--- config.mk ---
export PLATFORM = sky130hd
export DESIGN_NAME = isolated_dio
export DESIGN_NICKNAME = d
export VERILOG_FILES = /design/src/verilog/base_tick_gen.v /design/src/verilog/isolated_dio.v
export VERILOG_INCLUDE_DIRS = /design/src /design/src/verilog
export SDC_FILE = /design/constraint.sdc
export NUM_CORES = 2
export LEC_CHECK = 0
export ABC_AREA = 0
export BUFFER_PORTS_ARGS = -buffer_cell sky130_fd_sc_hd__buf_2
export CAP_MARGIN = 20
export CORE_MARGIN = 5
export CORE_UTILIZATION = 45
export DETAILED_ROUTE_END_ITERATION = 6
export SKIP_CTS_REPAIR_TIMING = 1
export SLEW_MARGIN = 0
export SYNTH_ARGS = -nofsm -noshare
export SYNTH_HDL_FRONTEND = slang
export SYNTH_SLANG_ARGS = --single-unit
--- constraint.sdc ---
create_clock -name clk -period 4 [get_ports clk]
set_input_delay 0.8 -clock clk [delete_from_list [all_inputs] [get_ports clk]]
set_output_delay 0.8 -clock clk [all_outputs]
set_load 0.01 [all_outputs]
--- src/verilog/isolated_dio_defs.vh ---
// What this block does
// - sixteen inputs read as two eight-bit ports
// - sixteen outputs driven from two eight-bit ports
// - conducting input line reads as one
// - output bit one switches transistor on
// - outputs cleared to zero at reset
// - output readback leaves outputs unchanged
// - filter passes level only after stable time
// - filter setting 0 to 20, 0 bypasses; register takes 0 to 31 with no clamp
// - stable time two to n base periods
// - one filter time for all inputs
// - any input may raise an interrupt
// - edges taken from filtered values when filtering
// - per-input mask, all masked after reset
// - edge select zero: trigger on zero-to-one
// - edge select one: trigger on one-to-zero
// - edge selects cleared to zero at reset
// - status per input, cleared on read
// - masked input never sets status; reset clears
`ifndef ISOLATED_DIO_DEFS_VH
`define ISOLATED_DIO_DEFS_VH

`define DIO_OFS_INPUT 12'h000
`define DIO_OFS_OUTPUT 12'h004
`define DIO_OFS_FILTER 12'h008
`define DIO_OFS_MASK 12'h00c
`define DIO_OFS_EDGE 12'h010
`define DIO_OFS_STATUS 12'h014

`define DIO_RST_OUTPUT 16'h0000
`define DIO_RST_FILTER 5'h00
`define DIO_RST_MASK 16'hffff
`define DIO_RST_EDGE 16'h0000
`define DIO_RST_STATUS 16'h0000

`define DIO_PORT0_LSB 0
`define DIO_PORT1_LSB 8
`define DIO_FILTER_LSB 0
`define DIO_FILTER_MAX 20

`define DIO_CLK_HZ 50000000
`define DIO_BASE_HZ 8000000

`define DIO_RESP_OKAY 2'b00
`define DIO_RESP_SLVERR 2'b10

`endif

--- src/verilog/base_tick_gen.v ---
`timescale 1ns/1ps
`include "isolated_dio_defs.vh"
module base_tick_gen (
    input wire clk,
    input wire rstn,
    output reg tick
);
    // fractional accumulator: 8 ticks every 50 clocks, exact on average
    localparam integer STEP_I = `DIO_BASE_HZ / 1000000;
    localparam integer MODULUS_I = `DIO_CLK_HZ / 1000000;
    localparam [6:0] STEP = STEP_I[6:0];
    localparam [6:0] MODULUS = MODULUS_I[6:0];
    reg [6:0] acc_r;
    wire [6:0] accSum = acc_r + STEP;

    always @(posedge clk) begin
        if (!rstn) begin
            acc_r <= 7'h00;
            tick <= 1'b0;
        end else if (accSum >= MODULUS) begin
            acc_r <= accSum - MODULUS;
            tick <= 1'b1;
        end else begin
            acc_r <= accSum;
            tick <= 1'b0;
        end
    end
endmodule

--- src/verilog/isolated_dio.v ---
`timescale 1ns/1ps
`include "isolated_dio_defs.vh"
module isolated_dio (
    input wire clk,
    input wire rstn,
    // isolated lines, logical level: one means conducting
    input wire [15:0] isolatedInputLine,
    output wire [15:0] isolatedOutputLine,
    output reg irq,
    // axi4-lite slave
    input wire [11:0] s_axi_awaddr,
    input wire [2:0] s_axi_awprot,
    input wire s_axi_awvalid,
    output reg s_axi_awready,
    input wire [31:0] s_axi_wdata,
    input wire [3:0] s_axi_wstrb,
    input wire s_axi_wvalid,
    output reg s_axi_wready,
    output reg [1:0] s_axi_bresp,
    output reg s_axi_bvalid,
    input wire s_axi_bready,
    input wire [11:0] s_axi_araddr,
    input wire [2:0] s_axi_arprot,
    input wire s_axi_arvalid,
    output reg s_axi_arready,
    output reg [31:0] s_axi_rdata,
    output reg [1:0] s_axi_rresp,
    output reg s_axi_rvalid,
    input wire s_axi_rready
);

    ////////////////////////////////////////////////////////////////////////
    // register state

    reg [15:0] outData_r;
    reg [4:0] filterSel_r;
    reg [15:0] intMask_r;
    reg [15:0] edgeSel_r;
    reg [15:0] intStatus_r;
    wire [15:0] intStatus_nxt;
    reg [15:0] filtPrev_r;
    wire [15:0] filtVec;
    wire baseTick;

    assign isolatedOutputLine = outData_r;

    ////////////////////////////////////////////////////////////////////////
    // write channel

    reg [11:0] wrAddr_r;
    reg awHeld_r;
    reg [31:0] wrData_r;
    reg [3:0] wrStrb_r;
    reg wHeld_r;
    wire wrGo = awHeld_r && wHeld_r && !s_axi_bvalid;
    wire [11:0] wrWord = {wrAddr_r[11:2], 2'b00};

    // awready and wready only high while that half is still empty
    always @(posedge clk) begin
        if (!rstn) begin
            s_axi_awready <= 1'b0;
            awHeld_r <= 1'b0;
            wrAddr_r <= 12'h000;
        end else begin
            if (s_axi_awvalid && s_axi_awready) begin
                wrAddr_r <= s_axi_awaddr;
                awHeld_r <= 1'b1;
                s_axi_awready <= 1'b0;
            end else if (wrGo) begin
                awHeld_r <= 1'b0;
                s_axi_awready <= 1'b0;
            end else begin
                s_axi_awready <= !awHeld_r && !s_axi_bvalid;
            end
        end
    end

    // data half is taken on its own, before or after the address
    always @(posedge clk) begin
        if (!rstn) begin
            s_axi_wready <= 1'b0;
            wHeld_r <= 1'b0;
            wrData_r <= 32'h00000000;
            wrStrb_r <= 4'h0;
        end else begin
            if (s_axi_wvalid && s_axi_wready) begin
                wrData_r <= s_axi_wdata;
                wrStrb_r <= s_axi_wstrb;
                wHeld_r <= 1'b1;
                s_axi_wready <= 1'b0;
            end else if (wrGo) begin
                wHeld_r <= 1'b0;
                s_axi_wready <= 1'b0;
            end else begin
                s_axi_wready <= !wHeld_r && !s_axi_bvalid;
            end
        end
    end

    function [15:0] merge16;
        input [15:0] old;
        input [31:0] data;
        input [3:0] strb;
        begin
            merge16[7:0] = strb[0] ? data[7:0] : old[7:0];
            merge16[15:8] = strb[1] ? data[15:8] : old[15:8];
        end
    endfunction

    reg wrOutput;
    reg wrFilter;
    reg wrMask;
    reg wrEdge;
    reg wrMapped;

    // decode once, so at most one register strobe per write
    always @* begin
        wrOutput = 1'b0;
        wrFilter = 1'b0;
        wrMask = 1'b0;
        wrEdge = 1'b0;
        wrMapped = 1'b1;
        case (wrWord)
            `DIO_OFS_OUTPUT: begin
                wrOutput = wrGo;
            end
            `DIO_OFS_FILTER: begin
                wrFilter = wrGo;
            end
            `DIO_OFS_MASK: begin
                wrMask = wrGo;
            end
            `DIO_OFS_EDGE: begin
                wrEdge = wrGo;
            end
            `DIO_OFS_INPUT, `DIO_OFS_STATUS: begin
                // read-only words take no write
                wrMapped = 1'b1;
            end
            default: begin
                wrMapped = 1'b0;
            end
        endcase
    end

    always @(posedge clk) begin
        if (!rstn) begin
            s_axi_bvalid <= 1'b0;
            s_axi_bresp <= `DIO_RESP_OKAY;
        end else if (wrGo) begin
            s_axi_bvalid <= 1'b1;
            // writes to read-only words are dropped but answered okay
            s_axi_bresp <= wrMapped ? `DIO_RESP_OKAY : `DIO_RESP_SLVERR;
        end else if (s_axi_bvalid && s_axi_bready) begin
            s_axi_bvalid <= 1'b0;
            s_axi_bresp <= `DIO_RESP_OKAY;
        end
    end

    ////////////////////////////////////////////////////////////////////////
    // control registers

    always @(posedge clk) begin
        if (!rstn) begin
            outData_r <= `DIO_RST_OUTPUT;
        end else if (wrOutput) begin
            outData_r <= merge16(outData_r, wrData_r, wrStrb_r);
        end
    end

    always @(posedge clk) begin
        if (!rstn) begin
            filterSel_r <= `DIO_RST_FILTER;
        end else if (wrFilter && wrStrb_r[0]) begin
            // no clamp: settings above the top value are left to software
            filterSel_r <= wrData_r[`DIO_FILTER_LSB+4:`DIO_FILTER_LSB];
        end
    end

    always @(posedge clk) begin
        if (!rstn) begin
            intMask_r <= `DIO_RST_MASK;
        end else if (wrMask) begin
            intMask_r <= merge16(intMask_r, wrData_r, wrStrb_r);
        end
    end

    always @(posedge clk) begin
        if (!rstn) begin
            edgeSel_r <= `DIO_RST_EDGE;
        end else if (wrEdge) begin
            edgeSel_r <= merge16(edgeSel_r, wrData_r, wrStrb_r);
        end
    end

    ////////////////////////////////////////////////////////////////////////
    // read channel

    wire rdGo = s_axi_arvalid && s_axi_arready;
    wire [11:0] rdWord = {s_axi_araddr[11:2], 2'b00};
    reg [31:0] rdMux;
    reg rdMapped;

    always @* begin
        rdMux = 32'h00000000;
        rdMapped = 1'b1;
        case (rdWord)
            `DIO_OFS_INPUT: begin
                // port 0 in the low byte, port 1 in the next
                rdMux[`DIO_PORT0_LSB+7:`DIO_PORT0_LSB] = filtVec[7:0];
                rdMux[`DIO_PORT1_LSB+7:`DIO_PORT1_LSB] = filtVec[15:8];
            end
            `DIO_OFS_OUTPUT: begin
                rdMux[15:0] = outData_r;
            end
            `DIO_OFS_FILTER: begin
                rdMux[`DIO_FILTER_LSB+4:`DIO_FILTER_LSB] = filterSel_r;
            end
            `DIO_OFS_MASK: begin
                rdMux[15:0] = intMask_r;
            end
            `DIO_OFS_EDGE: begin
                rdMux[15:0] = edgeSel_r;
            end
            `DIO_OFS_STATUS: begin
                rdMux[15:0] = intStatus_r;
            end
            default: begin
                rdMapped = 1'b0;
            end
        endcase
    end

    always @(posedge clk) begin
        if (!rstn) begin
            s_axi_arready <= 1'b0;
            s_axi_rvalid <= 1'b0;
            s_axi_rdata <= 32'h00000000;
            s_axi_rresp <= `DIO_RESP_OKAY;
        end else if (rdGo) begin
            s_axi_arready <= 1'b0;
            s_axi_rvalid <= 1'b1;
            s_axi_rdata <= rdMux;
            s_axi_rresp <= rdMapped ? `DIO_RESP_OKAY : `DIO_RESP_SLVERR;
        end else if (s_axi_rvalid && s_axi_rready) begin
            s_axi_rvalid <= 1'b0;
            s_axi_arready <= 1'b0;
        end else begin
            s_axi_arready <= !s_axi_rvalid;
        end
    end

    ////////////////////////////////////////////////////////////////////////
    // digital filter

    base_tick_gen u_tick (
        .clk(clk),
        .rstn(rstn),
        .tick(baseTick)
    );

    // one limit shared by all inputs; shifts beyond the counter width leave a zero limit
    wire bypass = (filterSel_r == 5'h00);
    wire [20:0] stableLimit = 21'h000001 << filterSel_r;

    genvar i;
    generate
        for (i = 0; i < 16; i = i + 1) begin : g_filt
            reg lastSample_r;
            reg filtQ_r;
            reg [20:0] stableCnt_r;
            wire same = (isolatedInputLine[i] == lastSample_r);
            assign filtVec[i] = filtQ_r;
            always @(posedge clk) begin
                if (!rstn) begin
                    lastSample_r <= 1'b0;
                    filtQ_r <= 1'b0;
                    stableCnt_r <= 21'h000000;
                end else begin
                    lastSample_r <= isolatedInputLine[i];
                    if (!same) begin
                        stableCnt_r <= 21'h000000;
                    end else if (baseTick && (stableCnt_r < stableLimit)) begin
                        stableCnt_r <= stableCnt_r + 21'h000001;
                    end
                    if (bypass) begin
                        filtQ_r <= isolatedInputLine[i];
                    end else if (same && (stableCnt_r >= stableLimit)) begin
                        filtQ_r <= lastSample_r;
                    end
                end
            end
        end
    endgenerate

    ////////////////////////////////////////////////////////////////////////
    // interrupt edges and status

    wire statusRead = rdGo && (rdWord == `DIO_OFS_STATUS);
    wire [15:0] setEv;

    // one slice per input: edge pick, mask gate, clear on read
    genvar b;
    generate
        for (b = 0; b < 16; b = b + 1) begin : g_irq
            wire riseEv = filtVec[b] && !filtPrev_r[b];
            wire fallEv = !filtVec[b] && filtPrev_r[b];
            reg edgeEv;

            always @* begin
                edgeEv = 1'b0;
                if (edgeSel_r[b]) begin
                    edgeEv = fallEv;
                end else begin
                    edgeEv = riseEv;
                end
            end

            // masked inputs never reach the status bit
            assign setEv[b] = edgeEv && !intMask_r[b];
            // a fresh event in the read cycle survives the clear
            assign intStatus_nxt[b] = setEv[b] || (intStatus_r[b] && !statusRead);
        end
    endgenerate

    always @(posedge clk) begin
        if (!rstn) begin
            filtPrev_r <= 16'h0000;
            intStatus_r <= `DIO_RST_STATUS;
        end else begin
            filtPrev_r <= filtVec;
            intStatus_r <= intStatus_nxt;
        end
    end

    // registered so the request falls in the same edge as the clear
    always @(posedge clk) begin
        if (!rstn) begin
            irq <= 1'b0;
        end else begin
            irq <= |(intStatus_nxt & ~intMask_r);
        end
    end

endmodule

==> results.txt <==
Gr usage total: 0.2283
Net Sw Power: 2841 uW
Worst Reg2Reg Path Length in Cells: 13
Number of CTS-inserted buffers: 58
Synth Warn #: 0
Routed length per instance: 17.97 um
Die W: 273.7 um
Layout cells sized above 1: 0.08520
Crit path max fanout: 13
Final Skew: 0.02060 ns
Kind of critical path: flip-flop to flip-flop
DRT iter0 DRCs: 1721
Most common cell after layout, fill and taps aside: dfxtp_1
Final period utilization: 0.9269
DP Cell Count: 4790
Critical Path Sink: g_filt[15].stableCnt_r[19]
CP Launch Type: flip-flop
HP Class: primary input to flip-flop
Dominant cell type by area after synthesis: dfxtp_1
Post-DP HPWL: 60940 um
Full die area: 74900 um2
Yosys top cell area share: 0.3289
Synth Instances: 3799
Post-synth EDFFs: 0
Combinational share of power: 0.070
CP required: 4.55 ns
Final net count: 4368
Reg2reg end: g_filt[15].stableCnt_r[19]
Critical path endpoint category: flip-flop
Top cells by area, synth: dfxtp_1 33%, ha_1 14%, a21oi_1 5.2%
Max cap viols: 0
Sequential share of the synthesized area: 0.3289
Max IR drop VDD: 0.2940 mV
Leakage: 0.01409 uW
Final Max Slew Viols: 0
Root buf cell: clkbuf_16
Final std cells w/o fill: 4900
Layout Utilization: 0.5124
Vias: 27420
Detailed-route DRC error count: 0
Area added between synthesis and finish: 12.72%
PwrDens: 331.3 nW/um2
Setup Viol. Count Final: 0
Worst-path clk slew: 0.06 ns
Post-route ant nets: 0
Internal power: 8845 uW
IO Pins: 147
Max reg flops: 336
CTS tree: yes
Clock power share: 0.477
Min Tclk post-route: 3.708 ns
H-Tree Depth: 2
Yosys reg bits: 514
# clock sinks: 514
Die Y: 273.7 um
Drt total wl: 88070 um
GPL Wtd Cong: 0.8602
Syn Std Cell Area: 31290 um2
Largest register by flop count: g_filt.stableCnt_r
Synth Flop Type: dfxtp_1
Arrival time at the worst endpoint: 4.26 ns
Yosys cell types: 71
Via/cell ratio: 5.595
Pin count of the biggest net entering global routing: 107
Max frequency: 269.7 MHz
Initial antenna violation count: 7
CORE AREA: 68830 um2
Drt first pass iters: 5
First-pass GRT wire length: 139300 um
RSZ-0062 raised after global routing: no
Filler cell count: 6667
Initial Util: 0.4546
Vias in the first global route: 25190
Outcome: completed
Hold Vio Cnt, Final: 0
Most frequent cells in the layout: 513 x dfxtp_1, 370 x nand2_1, 366 x nor2_1
TNS Setup: 0 ns
Slew HR: 0.3679
R2r setup slk: 0.29 ns
Syn_area_per_cell: 8.236 um2
Net Sw Frac: 0.2431
Ys async rst share: 0
Max clock buf depth: 3
Critical path origin: filterSel_r[3]
Worst-Margin Slew: 0.9403 ns
GR Overflow Total: 0
Reg power frac: 0.453
Worst-Skew Late Latency: 0.63 ns
Reg-to-reg startpoint: filterSel_r[3]
Port buffer count: 100
Row count: 96
Yosys cell counts, types with 17 or more instances:
cell	number
dfxtp_1	514
mux2i_1	90
and4_1	28
a21boi_0	27
inv_1	106
nor4b_1	17
o31ai_1	30
nor4_1	88
a21oi_1	323
nor2_1	368
o21ai_0	179
nand4_1	147
nand3_1	146
buf_4	18
nand2_1	370
or3_1	61
clkbuf_1	117
nor3_1	70
xor2_1	56
a21o_1	28
nand2b_1	19
nand3b_1	22
o211ai_1	21
ha_1	357
xnor2_1	139
o21a_1	17
and3_1	75
nor2b_1	75
and2_1	72
or4_1	34
a22oi_1	19
worst max-delay path, stage by stage, from the launching register on:
cell,delay (ns)
dfxtp_1,0.51
nor3b_1,0.24
buf_4,0.17
nand3_2,0.25
buf_12,0.28
ha_1,0.28
nand2_1,0.08
o21ai_0,0.11
a221o_1,0.31
nor3_1,0.26
buf_4,0.26
nand3_1,0.31
or3_1,0.42
a21oi_1,0.14
metal layers:
metal | wire length, um | track usage | share of wire | vias up
met5 | 13 | 0 | 0.00015 | -
met4 | 2004 | 0.05337 | 0.023 | 2
met3 | 4399 | 0.03795 | 0.050 | 125
met2 | 39070 | 0.3672 | 0.44 | 478
met1 | 42580 | 0.3218 | 0.48 | 12740
li1 | - | - | - | 14080
logic make-up (layout without fill, tap and decap cells):
| logic type | after synthesis | count (layout) | synth area share |
|---|---|---|---|
| adders and majority gates | 357 | 357 | 0.1428 |
| AOI/OAI and AO/OA | 759 | 759 | 0.1450 |
| muxes | 96 | 96 | 0.03095 |
| xor gates and xnor gates | 195 | 195 | 0.05459 |
| other | 1 | 20 | 0.0001199 |
| buffers and inverters | 255 | 406 | 0.03291 |
| DFF | 514 | 514 | 0.3289 |
| and+or+nand+nor | 1622 | 1622 | 0.2647 |
per-stage QoR:
step | setup slack (ns) | area (um2) | power (uW) | hold slack [ns]
floorplan | 0.2882 | 31350 | 5959 | 0.4224
global placement | 0.01752 | 33220 | 6219 | 0.4416
detailed placement | 0.02477 | 33220 | 6224 | 0.4376
CTS | -0.01413 | 35200 | 11840 | 0.3570
global route | 0.06083 | 35260 | 12140 | 0.3772
finish | 0.2924 | 35270 | 11690 | 0.3831
power by group through the flow:
stage / combinational [uW] / clock (uW) / sequential (uW)
after floorplan: 576 / 0 / 5380
after global placement: 811 / 0 / 5410
after detailed placement: 815 / 0 / 5410
after CTS: 819 / 5720 / 5300
after global routing: 907 / 5920 / 5310
final: 816 / 5570 / 5300
cell type report:
| class | count | area, um2 | share of cell area |
|---|---|---|---|
| timing repair buffer | 194 | 1310 | 0.03714 |
| antenna | 2 | 5.005 | 0.0001419 |
| inverter | 107 | 401.6 | 0.01139 |
| sequential | 514 | 10290 | 0.2918 |
| clock inverter | 17 | 257.7 | 0.007308 |
| clock buffer | 88 | 1724 | 0.04889 |
| multi-input combinational | 3047 | 20110 | 0.5703 |
| tap | 931 | 1165 | 0.03303 |
worst min path at each step:
stage,from,endpoint,cells after the start
after floorplan,awHeld_r,s_axi_awready,1
after global placement,awHeld_r,s_axi_awready,1
after global routing,s_axi_bready,s_axi_bresp[1],2
after detailed placement,awHeld_r,s_axi_awready,1
after CTS,s_axi_bready,s_axi_bresp[1],2
final,s_axi_bready,s_axi_bresp[1],2
No activity file was read; power rests on OpenSTA's default activity.
